**config.mk**
```make
export PLATFORM = sky130hd
export DESIGN_NAME = adcsc_top
export DESIGN_NICKNAME = d
export VERILOG_FILES = /design/src/adcsc_pkg.sv /design/src/adcsc_top.sv
export SDC_FILE = /design/constraint.sdc
export NUM_CORES = 1
export LEC_CHECK = 0
export BUFFER_PORTS_ARGS = -buffer_cell sky130_fd_sc_hd__buf_2
export CAP_MARGIN = 25
export CORE_MARGIN = 2
export CORE_UTILIZATION = 44
export DETAILED_ROUTE_END_ITERATION = 8
export GPL_TIMING_DRIVEN = 1
export PLACE_DENSITY = 0.84
export SYNTH_ARGS = -nofsm -noshare
export SYNTH_HDL_FRONTEND = slang
export SYNTH_SLANG_ARGS = --single-unit
```
**constraint.sdc**
```tcl
create_clock -name clock -period 4.15 [get_ports clock]
set_input_delay 0.2075 -clock clock [delete_from_list [all_inputs] [get_ports clock]]
set_output_delay 0.2075 -clock clock [all_outputs]
set_load 0.01 [all_outputs]
```
**src/adcsc_pkg.sv**
```systemverilog
package adcsc_pkg;

  // Register byte addresses
  localparam logic [7:0] ADCSC_ADDR_CTRL   = 8'h00;
  localparam logic [7:0] ADCSC_ADDR_RESULT = 8'h04;
  localparam logic [7:0] ADCSC_ADDR_STAT   = 8'h08;
  localparam logic [7:0] ADCSC_ADDR_CLR    = 8'h0C;
  localparam logic [7:0] ADCSC_ADDR_ENA    = 8'h10;

  // adc_control_one field positions
  localparam int ADCSC_BIT_DONE      = 0;
  localparam int ADCSC_BIT_SAMPLING  = 1;
  localparam int ADCSC_BIT_AUTOSTART = 2;
  localparam int ADCSC_BIT_STOPIRQ   = 4;
  localparam int ADCSC_TRIGSRC_LO    = 5;
  localparam int ADCSC_TRIGSRC_W     = 3;
  localparam int ADCSC_BIT_ON        = 15;

  // Conversion trigger source encodings
  localparam logic [2:0] ADCSC_TRIG_SW   = 3'h0;
  localparam logic [2:0] ADCSC_TRIG_PIN  = 3'h1;
  localparam logic [2:0] ADCSC_TRIG_AUTO = 3'h7;

  // Interrupt status bits
  localparam int ADCSC_IRQ_W        = 2;
  localparam int ADCSC_IRQ_DONE     = 0;
  localparam int ADCSC_IRQ_AUTOSTOP = 1;

  // Result width and reset values
  localparam int          ADCSC_RES_W      = 10;
  localparam logic [31:0] ADCSC_RESET_WORD = 32'h0000_0000;

  // Internal sample timer, least time rounded up to whole cycles
  localparam int ADCSC_CLK_PERIOD_PS  = 8000;
  localparam int ADCSC_SAMPLE_TIME_NS = 1000;
  localparam int ADCSC_SAMPLE_CYC     =
    (ADCSC_SAMPLE_TIME_NS * 1000 + ADCSC_CLK_PERIOD_PS - 1) / ADCSC_CLK_PERIOD_PS;
  localparam int ADCSC_CNT_W          = 8;

  typedef enum logic [1:0] {
    ADCSC_ST_IDLE    = 2'b00,
    ADCSC_ST_SAMPLE  = 2'b01,
    ADCSC_ST_CONVERT = 2'b10
  } adcsc_state_t;

endpackage : adcsc_pkg

```
**src/adcsc_top.sv**
```systemverilog
// What this block does
// [RULE1] Stop option clears auto-start at interrupt
// [RULE2] Without stop option, results keep overwriting buffer
// [RULE3] Auto-start resamples after conversion, sets flag
// [RULE4] Without auto-start, writing one starts sampling
// [RULE5] Software source: writing zero starts conversion
// [RULE6] Other sources end sampling in hardware
// [RULE7] Sample flag shows acquire versus hold
// [RULE8] Done flag set when conversion completes
// [RULE9] Done cleared by writing zero, harmless
// [RULE10] Done cleared when a conversion starts
// [RULE11] Software avoids access right after turn-off
// [RULE12] Interrupt event raised together with done
`timescale 1ns/10ps
`default_nettype none

module adcsc_top
  import adcsc_pkg::*;
(
  input  wire logic                   clock,
  input  wire logic                   reset_n,
  input  wire logic                   hsel,
  input  wire logic [31:0]            haddr,
  input  wire logic [1:0]             htrans,
  input  wire logic                   hwrite,
  input  wire logic [2:0]             hsize,
  input  wire logic [31:0]            hwdata,
  input  wire logic                   hready,
  output logic      [31:0]            hrdata,
  output logic                        hreadyout,
  output logic                        hresp,
  input  wire logic                   trigger_pin,
  input  wire logic                   conv_complete,
  input  wire logic [ADCSC_RES_W-1:0] conv_result,
  output logic                        sample_hold,
  output logic                        conv_start,
  output logic                        interrupt
);

  adcsc_state_t                 state_r;
  adcsc_state_t                 state_nxt;
  logic                         on_r;
  logic                         autostart_r;
  logic                         stopirq_r;
  logic [ADCSC_TRIGSRC_W-1:0]   trigsrc_r;
  logic                         done_r;
  logic [ADCSC_RES_W-1:0]       result_r;
  logic [ADCSC_IRQ_W-1:0]       irq_stat_r;
  logic [ADCSC_IRQ_W-1:0]       irq_ena_r;
  logic [ADCSC_CNT_W-1:0]       sample_cnt_r;
  logic [2:0]                   trig_sync_r;
  logic [2:0]                   cmpl_sync_r;
  logic                         dph_r;
  logic                         dwrite_r;
  logic [7:0]                   daddr_r;
  logic [31:0]                  hrdata_r;
  logic                         hreadyout_r;
  logic                         sample_hold_r;
  logic                         conv_start_r;
  logic                         interrupt_r;

  // Bus decode
  wire        addr_take = hsel & htrans[1] & hready;
  wire        wr_any    = dph_r & dwrite_r;
  wire        wr_ctrl   = wr_any & (daddr_r == ADCSC_ADDR_CTRL);
  wire        wr_clr    = wr_any & (daddr_r == ADCSC_ADDR_CLR);
  wire        wr_ena    = wr_any & (daddr_r == ADCSC_ADDR_ENA);
  wire        wd_acq    = hwdata[ADCSC_BIT_SAMPLING];
  wire [31:0] ctrl_word = {16'h0000, on_r, 7'h00, trigsrc_r, stopirq_r, 1'b0,
                           autostart_r, sample_hold_r, done_r};
  wire [31:0] rd_mux    =
    (daddr_r == ADCSC_ADDR_CTRL)   ? ctrl_word :
    (daddr_r == ADCSC_ADDR_RESULT) ? {{(32-ADCSC_RES_W){1'b0}}, result_r} :
    (daddr_r == ADCSC_ADDR_STAT)   ? {{(32-ADCSC_IRQ_W){1'b0}}, irq_stat_r} :
    (daddr_r == ADCSC_ADDR_ENA)    ? {{(32-ADCSC_IRQ_W){1'b0}}, irq_ena_r} :
    32'h0000_0000;

  // Sequencing events
  wire in_sample  = (state_r == ADCSC_ST_SAMPLE);
  wire in_convert = (state_r == ADCSC_ST_CONVERT);
  wire trig_rise  = trig_sync_r[1] & ~trig_sync_r[2];
  wire cmpl       = in_convert & cmpl_sync_r[1] & ~cmpl_sync_r[2];
  wire timer_done = (sample_cnt_r == ADCSC_CNT_W'(ADCSC_SAMPLE_CYC - 1));
  wire sw_start   = wr_ctrl & wd_acq & ~autostart_r;                    // [RULE4]
  wire sw_end     = wr_ctrl & ~wd_acq & (trigsrc_r == ADCSC_TRIG_SW);   // [RULE5]
  wire hw_end     = ((trigsrc_r == ADCSC_TRIG_AUTO) & timer_done) |
                    ((trigsrc_r == ADCSC_TRIG_PIN) & trig_rise);        // [RULE6]
  wire start_conv = on_r & in_sample & (sw_end | hw_end);
  wire auto_stop  = cmpl & stopirq_r;
  wire [ADCSC_IRQ_W-1:0] irq_evt = {auto_stop, cmpl};                   // [RULE12]
  // Set beats clear; the line follows status in the same cycle
  wire [ADCSC_IRQ_W-1:0] irq_clr      = wr_clr ? hwdata[ADCSC_IRQ_W-1:0] : '0;
  wire [ADCSC_IRQ_W-1:0] irq_stat_nxt = irq_evt | (irq_stat_r & ~irq_clr);
  wire [ADCSC_IRQ_W-1:0] irq_ena_nxt  = wr_ena ? hwdata[ADCSC_IRQ_W-1:0] : irq_ena_r;

  always_comb
  begin
    state_nxt = state_r;
    if (!on_r)
      state_nxt = ADCSC_ST_IDLE;
    else
      unique case (state_r)
        ADCSC_ST_IDLE:
          if (autostart_r || sw_start)
            state_nxt = ADCSC_ST_SAMPLE;                                // [RULE3] [RULE4]
        ADCSC_ST_SAMPLE:
          if (start_conv)
            state_nxt = ADCSC_ST_CONVERT;                               // [RULE5] [RULE6]
        ADCSC_ST_CONVERT:
          if (cmpl)
            state_nxt = (autostart_r && !stopirq_r) ? ADCSC_ST_SAMPLE   // [RULE3]
                                                    : ADCSC_ST_IDLE;    // [RULE1]
        default:
          state_nxt = ADCSC_ST_IDLE;
      endcase
  end

  // Synchronisers: first stage feeds only the second
  always_ff @(posedge clock or negedge reset_n)
  begin
    if (!reset_n)
    begin
      trig_sync_r <= 3'h0;
      cmpl_sync_r <= 3'h0;
    end
    else
    begin
      trig_sync_r <= {trig_sync_r[1:0], trigger_pin};
      cmpl_sync_r <= {cmpl_sync_r[1:0], conv_complete};
    end
  end

  // AHB-Lite slave, one wait state so reads see a just-written value
  always_ff @(posedge clock or negedge reset_n)
  begin
    if (!reset_n)
    begin
      dph_r       <= 1'b0;
      dwrite_r    <= 1'b0;
      daddr_r     <= 8'h00;
      hrdata_r    <= ADCSC_RESET_WORD;
      hreadyout_r <= 1'b1;
    end
    else
    begin
      dph_r       <= addr_take;
      hreadyout_r <= ~addr_take;
      if (addr_take)
      begin
        dwrite_r <= hwrite;
        daddr_r  <= {haddr[7:2], 2'b00};
      end
      if (dph_r)
        hrdata_r <= rd_mux;
    end
  end

  // Control fields
  always_ff @(posedge clock or negedge reset_n)
  begin
    if (!reset_n)
    begin
      on_r        <= 1'b0;
      autostart_r <= 1'b0;
      stopirq_r   <= 1'b0;
      trigsrc_r   <= ADCSC_TRIG_SW;
    end
    else if (wr_ctrl)
    begin
      on_r        <= hwdata[ADCSC_BIT_ON];
      autostart_r <= hwdata[ADCSC_BIT_AUTOSTART];
      stopirq_r   <= hwdata[ADCSC_BIT_STOPIRQ];
      trigsrc_r   <= hwdata[ADCSC_TRIGSRC_LO +: ADCSC_TRIGSRC_W];
    end
    else if (auto_stop)
      autostart_r <= 1'b0;                                              // [RULE1]
  end

  // Done flag: hardware set beats a software clear
  always_ff @(posedge clock or negedge reset_n)
  begin
    if (!reset_n)
      done_r <= 1'b0;
    else if (cmpl)
      done_r <= 1'b1;                                                   // [RULE8]
    else if (start_conv)
      done_r <= 1'b0;                                                   // [RULE10]
    else if (wr_ctrl && !hwdata[ADCSC_BIT_DONE])
      done_r <= 1'b0;                                                   // [RULE9]
  end

  // Sequencer, result buffer, timer and pin outputs
  always_ff @(posedge clock or negedge reset_n)
  begin
    if (!reset_n)
    begin
      state_r       <= ADCSC_ST_IDLE;
      result_r      <= '0;
      sample_cnt_r  <= '0;
      sample_hold_r <= 1'b0;
      conv_start_r  <= 1'b0;
    end
    else
    begin
      state_r       <= state_nxt;
      sample_hold_r <= (state_nxt == ADCSC_ST_SAMPLE);                  // [RULE7]
      conv_start_r  <= start_conv;
      sample_cnt_r  <= (in_sample && !timer_done) ? sample_cnt_r + 1'b1 : '0;
      if (cmpl)
        result_r <= conv_result;                                        // [RULE2]
    end
  end

  // Interrupt status, enable and line
  always_ff @(posedge clock or negedge reset_n)
  begin
    if (!reset_n)
    begin
      irq_stat_r  <= '0;
      irq_ena_r   <= '0;
      interrupt_r <= 1'b0;
    end
    else
    begin
      irq_stat_r  <= irq_stat_nxt;
      interrupt_r <= |(irq_stat_nxt & irq_ena_nxt);
      if (wr_ena)
        irq_ena_r <= hwdata[ADCSC_IRQ_W-1:0];
    end
  end

  assign hrdata      = hrdata_r;
  assign hreadyout   = hreadyout_r;
  assign hresp       = 1'b0;
  assign sample_hold = sample_hold_r;
  assign conv_start  = conv_start_r;
  assign interrupt   = interrupt_r;

  property p_stopirq;
    @(posedge clock) disable iff (!reset_n)
    auto_stop && !wr_ctrl |=> !autostart_r && !sample_hold_r;
  endproperty
  a_stopirq: assert property (p_stopirq) else $error("auto-start not cleared"); // [RULE1]

  property p_overwrite;
    @(posedge clock) disable iff (!reset_n)
    cmpl |=> result_r == $past(conv_result);
  endproperty
  a_overwrite: assert property (p_overwrite) else $error("result not stored"); // [RULE2]

  property p_autosample;
    @(posedge clock) disable iff (!reset_n)
    cmpl && autostart_r && !stopirq_r && on_r && !wr_ctrl |=> sample_hold_r && in_sample;
  endproperty
  a_autosample: assert property (p_autosample) else $error("no auto resample"); // [RULE3]

  property p_swstart;
    @(posedge clock) disable iff (!reset_n)
    on_r && state_r == ADCSC_ST_IDLE && sw_start |=> sample_hold_r ##1 sample_hold_r;
  endproperty
  a_swstart: assert property (p_swstart) else $error("software start ignored"); // [RULE4]

  property p_swend;
    @(posedge clock) disable iff (!reset_n)
    on_r && in_sample && sw_end |=> conv_start_r && in_convert && !sample_hold_r;
  endproperty
  a_swend: assert property (p_swend) else $error("software end ignored"); // [RULE5]

  property p_hwend;
    @(posedge clock) disable iff (!reset_n)
    in_sample && trigsrc_r != ADCSC_TRIG_SW && !hw_end && !wr_ctrl |=> !conv_start_r;
  endproperty
  a_hwend: assert property (p_hwend) else $error("conversion without trigger"); // [RULE6]

  property p_flag;
    @(posedge clock) disable iff (!reset_n)
    sample_hold_r == in_sample;
  endproperty
  a_flag: assert property (p_flag) else $error("sample flag wrong"); // [RULE7]

  property p_done_set;
    @(posedge clock) disable iff (!reset_n)
    cmpl |=> done_r && irq_stat_r[ADCSC_IRQ_DONE];
  endproperty
  a_done_set: assert property (p_done_set) else $error("done or event missing"); // [RULE8]

  property p_done_one;
    @(posedge clock) disable iff (!reset_n)
    !done_r && !cmpl && wr_ctrl |=> !done_r;
  endproperty
  a_done_one: assert property (p_done_one) else $error("done set by software"); // [RULE9]

  property p_done_clr;
    @(posedge clock) disable iff (!reset_n)
    conv_start_r |-> !done_r;
  endproperty
  a_done_clr: assert property (p_done_clr) else $error("done kept at start"); // [RULE10]

endmodule : adcsc_top

`default_nettype wire

```
==> results of run 1 <==
[synthesized netlist by cell type]
cell type / n / area share (%)
a221oi_1: 2 / 0.64
nand3b_1: 5 / 1.4
o21ai_0: 6 / 1.1
mux2_2: 19 / 7.8
inv_1: 15 / 2.1
and3b_1: 1 / 0.32
nand3_1: 10 / 1.8
a31oi_1: 2 / 0.46
a41oi_1: 2 / 0.64
dfstp_2: 1 / 0.96
o22ai_1: 10 / 2.3
and3_2: 1 / 0.28
clkbuf_1: 5 / 0.69
nor2b_1: 4 / 0.92
a31o_2: 1 / 0.32
nor3_1: 1 / 0.18
and4_1: 1 / 0.32
nand2_1: 45 / 6.2
xnor2_1: 1 / 0.32
nor4bb_1: 1 / 0.37
xor2_1: 3 / 0.96
a311o_1: 2 / 0.73
ha_1: 2 / 0.92
dfrtp_1: 59 / 54
and2_1: 1 / 0.23
or4_1: 1 / 0.28
nor4b_4: 1 / 0.87
o211a_1: 1 / 0.37
a21oi_2: 1 / 0.32
nor2_1: 10 / 1.4
or3_1: 2 / 0.46
nand4_2: 1 / 0.46
a2111o_1: 1 / 0.41
or3_2: 1 / 0.28
o211ai_1: 1 / 0.28
buf_4: 22 / 6.1
a21oi_1: 3 / 0.55
conb_1: 1 / 0.14
a21o_1: 2 / 0.55
nand2b_1: 4 / 0.92
nand4b_1: 1 / 0.32
a22o_1: 1 / 0.32
[worst paths after layout]
| check | startpoint | end | slack (ns) | cells past startpoint |
|---|---|---|---|---|
| worst min-delay path | reset_n | sample_cnt_r[3] | 0.008 | 2 |
| worst max-delay path | dph_r | stopirq_r | 2.09 | 3 |
| worst min register to register | cmpl_sync_r[0] | cmpl_sync_r[1] | 0.35 | 0 |
| max in group asynchronous | reset_n | interrupt | 3.65 | 2 |
| worst max register to register | dph_r | stopirq_r | 2.09 | 3 |
| min in group clock | conv_result[9] | result_r[9] | 0.05 | 3 |
[cell usage in the layout (no fill, tap or decap), types with 2 or more instances in the layout]
cell,n
a21o_1,2
a21oi_1,3
a221oi_1,2
a311o_1,2
a31oi_1,2
a41oi_1,2
buf_2,46
buf_4,2
bufinv_16,2
clkbuf_8,9
clkinv_2,2
conb_1,22
dfrtp_1,59
dlygate4sd3_1,2
ha_1,2
inv_1,15
mux2_2,19
nand2_1,45
nand2b_1,4
nand3_1,10
nand3b_1,5
nor2_1,10
nor2b_1,4
o21ai_0,6
o22ai_1,10
or3_1,2
xor2_1,3
[what timing repair did]
| action | 4_1_cts | 5_1_grt |
|---|---|---|
| hold buffers | 2 | 0 |
| hold endpoints to repair | 2 | 0 |
| setup buffers | 0 | 0 |
[worst max-delay path, cell delays in order, from the launching register on]
cell and delay [ns]:
dfrtp_1 0.81, nor4b_4 0.42, nand3_1 0.34, mux2_2 0.38
[where the power goes]
| group | internal, µW | switching [µW] |
|---|---|---|
| logic | 119 | 133 |
| clock network | 333 | 227 |
| registers | 678 | 89.0 |
| total | 1130 | 449 |
[stage by stage]
stage | power, µW | instance area [µm²]
3_3_place_gp | 1010 | 2960
2_1_floorplan | 942 | 2810
3_5_place_dp | 1030 | 2970
4_1_cts | 1590 | 3190
5_1_grt | 1670 | 3190
6_report | 1580 | 3190
[routing by layer]
metal / vias to the layer above / GRT usage [%] / wire length (µm)
met5: - / 0 / 0
met4: 0 / 8.03 / 79
met3: 11 / 5.54 / 373
met2: 64 / 28.5 / 2630
met1: 955 / 21.2 / 2280
li1: 936 / - / -
[sequential cells by signal (all words and copies together) (netlist names)]
signal	flops
hrdata	11
result_r	10
sample_cnt_r	8
daddr_r	6
cmpl_sync_r	3
trig_sync_r	3
trigsrc_r	3
irq_ena_r	2
irq_stat_r	2
state_r	2
autostart_r	1
conv_start	1
done_r	1
dph_r	1
dwrite_r	1
hreadyout	1
interrupt	1
on_r	1
sample_hold	1
stopirq_r	1
[cell type report]
type                            count  area, µm²
Fill cell                         554       2760
Sequential cell                    60       1500
Multi-Input combinational cell    173       1070
Timing Repair Buffer               50        265
Clock buffer                       10        128
Tap cell                           75       93.8
Clock inverter                      5       77.6
Inverter                           15       56.3
[cell families after synthesis]
kind of cell / after synthesis / share of synthesized area [%]
AO/OA/AOI/OAI: 35 / 8.99
XOR/XNOR: 4 / 1.28
adder cells (fa/ha/maj): 2 / 0.917
buffers and inverters: 42 / 8.80
flip-flops: 60 / 55.1
multiplexers: 19 / 7.84
other: 1 / 0.137
AND/OR/NAND/NOR: 91 / 17.0
==> reports/qor.txt, run 1 <==
Vias in the first global route - 1976
Clk root buf - clkbuf_8
Die area - 6850 µm²
Final Worst Setup Slack - 2.09 ns
Max Buffers Root-to-Sink - 2
CTS H-Tree Depth - 3
Max Cap Violations - 0
CTS tree - built
Placer Congestion - 0.818
Largest net degree at the start of global routing - 61
Slew HR - 50.7%
Global-route wire length before repair - 8830 µm
Final Setup Violations - 0
DRC viols - 0
CP Capture Type - flop
Fin crit share - 49.7%
Avg Vias per Cell - 5.07
Hold Path Class - primary input to async pin
Final Hold Viols - 0
IO Port Bufs - 46
Avg Cell Area, Syn - 10.7 µm²
Dpl hpwl - 3820 µm
Share of layout cells above drive strength 1 - 28.4%
RSZ-0062 raised after global routing - false
Initial antenna violation count - 0
Worst vdd ir - 0.250 mV
Antenna Nets Post-Route - 0
Final slew viol count - 0
Die Span X - 82.8 µm
Skew final - 0.00975 ns
CTS clock-pin slew for the worst setup and hold paths - 0.07 ns
Seq cells post-synth - 60
Worst-margin pin slew - 0.740 ns
Status - complete, no violations
Register area share after synthesis - 55.1%
Core Region - 5960 µm²
Mapped Cells - 254
Crit-path max FO - 25
Initial Util - 45.8%
Count of warnings emitted by yosys - 0
# resized after CTS - 0
Die height - 82.8 µm
Placed cells - 371
I/O pin cnt - 123
Static leakage - 0.00151 µW
Post-Layout Cell Count - 388
Final global-route overflow total - 0
CP required - 4.37 ns
Mapped Area - 2730 µm²
GRT Overall Usage - 17.5%
Post-synthesis cell type count - 42
Arrival @ worst endpoint - 2.28 ns
Std-Cell Rows - 28
DRT Pass-1 Iters - 4
Wirelength per Cell - 13.8 µm
Crit path launch type - flop
Area delta synth->final - 17.1%
Pre-CTS setup slack - 2.07 ns
Post-layout util - 53.6%
Power Dens Cells - 494 nW/µm²
Number of clock buffers inserted by TritonCTS - 9
Clock latency on the worst-skew pair - 0.34 ns
Worst hold slack - 0.00818 ns
N_diodes - 0
Fin Setup TNS - 0 ns
Initial drt markers - 118
DR vias - 1966
Type of the worst setup path - flop to flop
Fmax - 485 MHz
Final Critical Period - 2.06 ns
# nets final - 397
Clock sinks - 60
Post-Route WL - 5370 µm
Note: power is estimated with default switching activity, not from simulation.
==> inputs of run 2 (changes only) <==
Clock period 4.15 ns to 1.94 ns, I/O delays scaled along.
==> reports/qor.txt, run 2 (synthesized netlist as in run 1, its figures left out) <==
Fmax - 557 MHz (+15%)
Initial Util - 45.8% (unchanged)
Total Power - 3700 µW (+130%)
Fin Setup TNS - 0 ns (unchanged)
Crit-path cells - inv_1 -> ha_1 -> nand3b_1 -> or4_1 -> a21oi_4 -> o211a_1
Worst-margin pin slew - 0.747 ns (+0.00735 ns)
CP Buf/Inv Count - 1 (+1)
Final slew viol count - 0 (unchanged)
Sw Share - 26.3% (-2.1 points)
Max reg flops - 11 (unchanged)
CTS H-Tree Depth - 3 (unchanged)
Commonest non-fill, non-tap cell in the layout - dfrtp_1
Core Region - 5960 µm² (unchanged)
# nets final - 423 (+6.5%)
DR vias - 2061 (+4.8%)
Clk root buf - clkbuf_8
Cell internal pwr - 2720 µW (+140%)
Clock latency on the worst-skew pair - 0.34 ns (about the same)
Die area - 6850 µm² (unchanged)
Area of the multi-input gates - 1080 µm² (+0.70%)
DRC viols - 0 (unchanged)
Type of the worst setup path - flop to flop
Power Dens Cells - 1050 nW/µm² (+110%)
IO Port Bufs - 46 (unchanged)
Combinational power share - 16.3% (+0.3 points)
DRT Pass-1 Iters - 4 (unchanged)
Slowest-stage cell, CP - or4_1
Die Span X - 82.8 µm (unchanged)
Storage cell area - 1500 µm² (unchanged)
Avg Vias per Cell - 4.97 (-2.0%)
Clock power share - 39.8% (+4.3 points)
Final Critical Period - 1.80 ns (-0.265 ns)
Dpl hpwl - 3740 µm (-2.3%)
Crit path launch type - flop
Slew HR - 50.2% (-0.49 points)
Number of clock buffers inserted by TritonCTS - 9 (unchanged)
Critical Path Max Stage Delay - 0.58 ns (-0.23 ns)
Area delta synth->final - 28.7%
Vias in the first global route - 2015 (+2.0%)
CP required - 2.21 ns (-2.16 ns)
Skew final - 0.0117 ns (+0.00199 ns)
Post-layout util - 59.0% (+5.3 points)
Antenna Nets Post-Route - 0 (unchanged)
N_diodes - 0 (unchanged)
Post-Route WL - 5430 µm (+1.2%)
Max Buffers Root-to-Sink - 2 (unchanged)
Initial antenna violation count - 0 (unchanged)
Global-route wire length before repair - 8830 µm (about the same)
Most frequent cells in the layout - 59 x dfrtp_1, 46 x buf_2, 45 x nand2_1
CP Capture Type - flop
Worst path top cell family by delay - simple AND/OR/NAND/NOR gates
Max Cap Violations - 0 (unchanged)
Seq pwr share - 43.9% (-4.7 points)
Wirelength per Cell - 13.1 µm (-5.4%)
Static leakage - 0.00165 µW (+9.4%)
Status - complete, no violations
Fin crit share - 92.6% (+43 points)
I/O pin cnt - 123 (unchanged)
Final Setup Violations - 0 (unchanged)
Final Hold Viols - 0 (unchanged)
Worst vdd ir - 0.501 mV (+100%)
Fillers - 499 (-9.9%)
Placer Congestion - 0.832 (+1.7%)
CTS tree - built
Share of layout cells above drive strength 1 - 27.6% (-0.79 points)
Arrival @ worst endpoint - 2.06 ns (-0.22 ns)
Clock sinks - 60 (unchanged)
Sw Pwr - 974 µW (+120%)
CTS clock-pin slew for the worst setup and hold paths - 0.07 ns (about the same)
RSZ-0062 raised after global routing - false
Die height - 82.8 µm (unchanged)
GRT Overall Usage - 17.4% (-0.14 points)
Final global-route overflow total - 0 (unchanged)
Std-Cell Rows - 28 (unchanged)
Initial drt markers - 105 (-11%)
Largest net degree at the start of global routing - 61 (unchanged)
Crit-path max FO - 5 (-80%)
Setup bufs post-CTS - 0 (unchanged)
Hold Path Class - primary input to flop
## run 2: per-layer routing
metal	vias up	wire, µm	track usage (%)
met2	65	2620	27.7
met1	991	2410	21.8
li1	995	-	-
met4	0	89	7.70
met3	10	307	5.33
met5	-	0	0
## run 2: timing repair
action	4_1_cts	5_1_grt
gates resized for setup	0	1
hold buffers	25	0
setup endpoints to repair	0	1
endpoints found under the hold margin	83	0
## run 2: stage by stage
stage	hold WS [ns]	instance area [µm²]	setup slack [ns]	std cells
after floorplan	-0.199	2810	0.322	275
after global placement	0.205	2990	0.188	374
after detailed placement	0.207	2990	0.173	374
after CTS	0.0167	3500	0.157	415
after global routing	0.0282	3510	0.00289	415
final	0.0292	3510	0.143	415
## run 2: final timing paths
path                            slack (ns)            start  cells past startpoint              end
worst max-delay path                  0.14  sample_cnt_r[0]                      6       state_r[1]
worst min-delay path                  0.03        hwdata[0]                      2    irq_stat_r[0]
worst max register to register        0.14  sample_cnt_r[0]                      6       state_r[1]
worst min register to register        0.35   trig_sync_r[0]                      0   trig_sync_r[1]
max in group asynchronous             1.00          reset_n                      3   cmpl_sync_r[1]
min in group asynchronous             0.44          reset_n                      3  sample_cnt_r[4]
## run 2: area by class of cell
class                      count  share of cell area, %
clock buffer                   9                   3.53
tap                           75                   2.67
multi-input combinational    173                   30.7
inverter                      15                   1.60
clock inverter                 7                   3.95
timing repair buffer          76                   14.7
sequential                    60                   42.8
## run 2: power by group through the flow
stage          Sequential, µW  Combinational [µW]  Clock (µW)
6_report                 1620                 604        1470
5_1_grt                  1660                 688        1550
4_1_cts                  1620                 605        1500
3_5_place_dp             1640                 562           0
3_3_place_gp             1630                 543           0
2_1_floorplan            1610                 403           0
==> inputs of run 3 (changes only) <==
Settings changed: CORE_ASPECT_RATIO set to 0.75, GPL_ROUTABILITY_DRIVEN set to 0.
==> reports/qor.txt, run 3 (synthesized netlist as in run 1, its figures left out) <==
GRT Overall Usage - 17.4% (-0.032 points)
Die height - 72.2 µm (-13%)
Sw Pwr - 922 µW (-5.3%)
Share of layout cells above drive strength 1 - 27.1% (-0.59 points)
Fin Setup TNS - 0 ns (unchanged)
Clock power share - 31.2% (-8.6 points)
I/O pin cnt - 123 (unchanged)
Initial drt markers - 196 (+87%)
Die Span X - 94.9 µm (+15%)
Seq pwr share - 50.2% (+6.3 points)
Antenna Nets Post-Route - 0 (unchanged)
Max Cap Violations - 0 (unchanged)
Most frequent cells in the layout - 59 x dfrtp_1, 46 x buf_2, 45 x nand2_1
Post-Route WL - 5420 µm (about the same)
CTS H-Tree Depth - 3 (unchanged)
Clock sinks - 60 (unchanged)
Post-Layout Cell Count - 418 (+0.72%)
Crit path launch type - flop
# resized after CTS - 0 (unchanged)
Post-layout util - 58.1% (-0.87 points)
Total Power - 3240 µW (-12%)
Worst hold slack - 0.0134 ns (-0.0158 ns)
Arrival @ worst endpoint - 2.04 ns (-0.02 ns)
Power Dens Cells - 942 nW/µm² (-10%)
Clock latency on the worst-skew pair - 0.33 ns (about the same)
DRC viols - 0 (unchanged)
DR vias - 2021 (-1.9%)
Final slew viol count - 0 (unchanged)
Avg Vias per Cell - 4.83 (-2.6%)
# nets final - 423 (unchanged)
RSZ-0062 raised after global routing - false
Worst vdd ir - 0.533 mV (+6.4%)
Std-Cell Rows - 24 (-14%)
Initial antenna violation count - 0 (unchanged)
IO Port Bufs - 46 (unchanged)
Max Buffers Root-to-Sink - 2 (unchanged)
CP required - 2.22 ns (about the same)
Final Critical Period - 1.77 ns (-0.0278 ns)
Global-route wire length before repair - 8940 µm (+1.2%)
Status - complete, no violations
Core Region - 5920 µm² (-0.67%)
Vias in the first global route - 1878 (-6.8%)
N_diodes - 0 (unchanged)
Combinational power share - 18.6% (+2.3 points)
Final Setup Violations - 0 (unchanged)
Largest net degree at the start of global routing - 34 (-44%)
Slew HR - 57.8% (+7.6 points)
Fin crit share - 91.2% (-1.4 points)
Fmax - 565 MHz (+1.6%)
CTS clock-pin slew for the worst setup and hold paths - 0.06 ns (about the same)
CTS tree - built
Initial Util - 46.1% (+0.31 points)
Fillers - 516 (+3.4%)
Worst-margin pin slew - 0.633 ns (-0.114 ns)
Commonest non-fill, non-tap cell in the layout - dfrtp_1
Sw Share - 28.5% (+2.1 points)
Skew final - 0.00333 ns (-0.00841 ns)
Final Hold Viols - 0 (unchanged)
Clk root buf - clkbuf_8
Placed cells - 378 (+1.1%)
Crit-path max FO - 5 (unchanged)
Cell internal pwr - 2320 µW (-15%)
Area delta synth->final - 26.0%
Wirelength per Cell - 13.0 µm (-0.81%)
Final global-route overflow total - 0 (unchanged)
Number of clock buffers inserted by TritonCTS - 9 (unchanged)
Static leakage - 0.00162 µW (-2.1%)
Die area - 6850 µm² (about the same)
Max reg flops - 11 (unchanged)
Dpl hpwl - 3930 µm (+5.1%)
Hold Path Class - primary input to flop
DRT Pass-1 Iters - 4 (unchanged)
Type of the worst setup path - flop to flop
CP Capture Type - flop
run 3: per-layer routing:
metal	part of all wire (%)	routed length (µm)	up-vias	GRT usage, %
met2	45	2440	73	24.8
met3	6.5	355	9	5.30
met1	47	2540	939	24.6
li1	-	-	1000	-
met5	0	0	-	0
met4	1.6	87	0	7.41
run 3: path summary, 6_finish.rpt:
check,startpoint,end,slack [ns],cells after the start
max,sample_cnt_r[0],state_r[1],0.17,6
min,hwrite,dwrite_r,0.01,2
max reg2reg,sample_cnt_r[0],state_r[1],0.17,6
min reg2reg,trig_sync_r[0],trig_sync_r[1],0.35,0
max in group asynchronous,reset_n,hreadyout,0.96,3
min in group asynchronous,reset_n,conv_start,0.32,2
run 3: repair_timing:
action | 4_1_cts | 5_1_grt
hold buffers | 24 | 0
buffers inserted | 0 | 0
endpoints found under the hold margin | 50 | 0
run 3: final cells by class:
cell class / instances / area [µm²] / area share, %
Multi-Input combinational cell: 173 / 1070 / 31.2
Timing Repair Buffer: 76 / 528 / 15.4
Clock inverter: 1 / 5.00 / 0.146
Inverter: 15 / 56.3 / 1.64
Tap cell: 78 / 97.6 / 2.84
Sequential cell: 60 / 1500 / 43.7
Clock buffer: 15 / 176 / 5.13
run 3: worst max-delay path, cell delays in order (launching register included):
cell	delay, ns
dfrtp_1	0.41
inv_1	0.07
ha_1	0.14
nand3b_1	0.09
or4_1	0.53
a21oi_2	0.27
o211a_1	0.20
run 3: stage by stage:
step,cell area [µm²],worst slack (ns)
6_report,3440,0.171
3_3_place_gp,3020,0.225
4_1_cts,3440,0.166
5_1_grt,3440,0.0588
2_1_floorplan,2810,0.322
3_5_place_dp,3020,0.187
run 3: power groups by stage:
stage          Sequential [µW]  Combinational [µW]  Clock, µW
2_1_floorplan             1610                 403          0
3_3_place_gp              1630                 550          0
3_5_place_dp              1650                 566          0
4_1_cts                   1620                 609       1040
5_1_grt                   1660                 681       1090
6_report                  1630                 603       1010
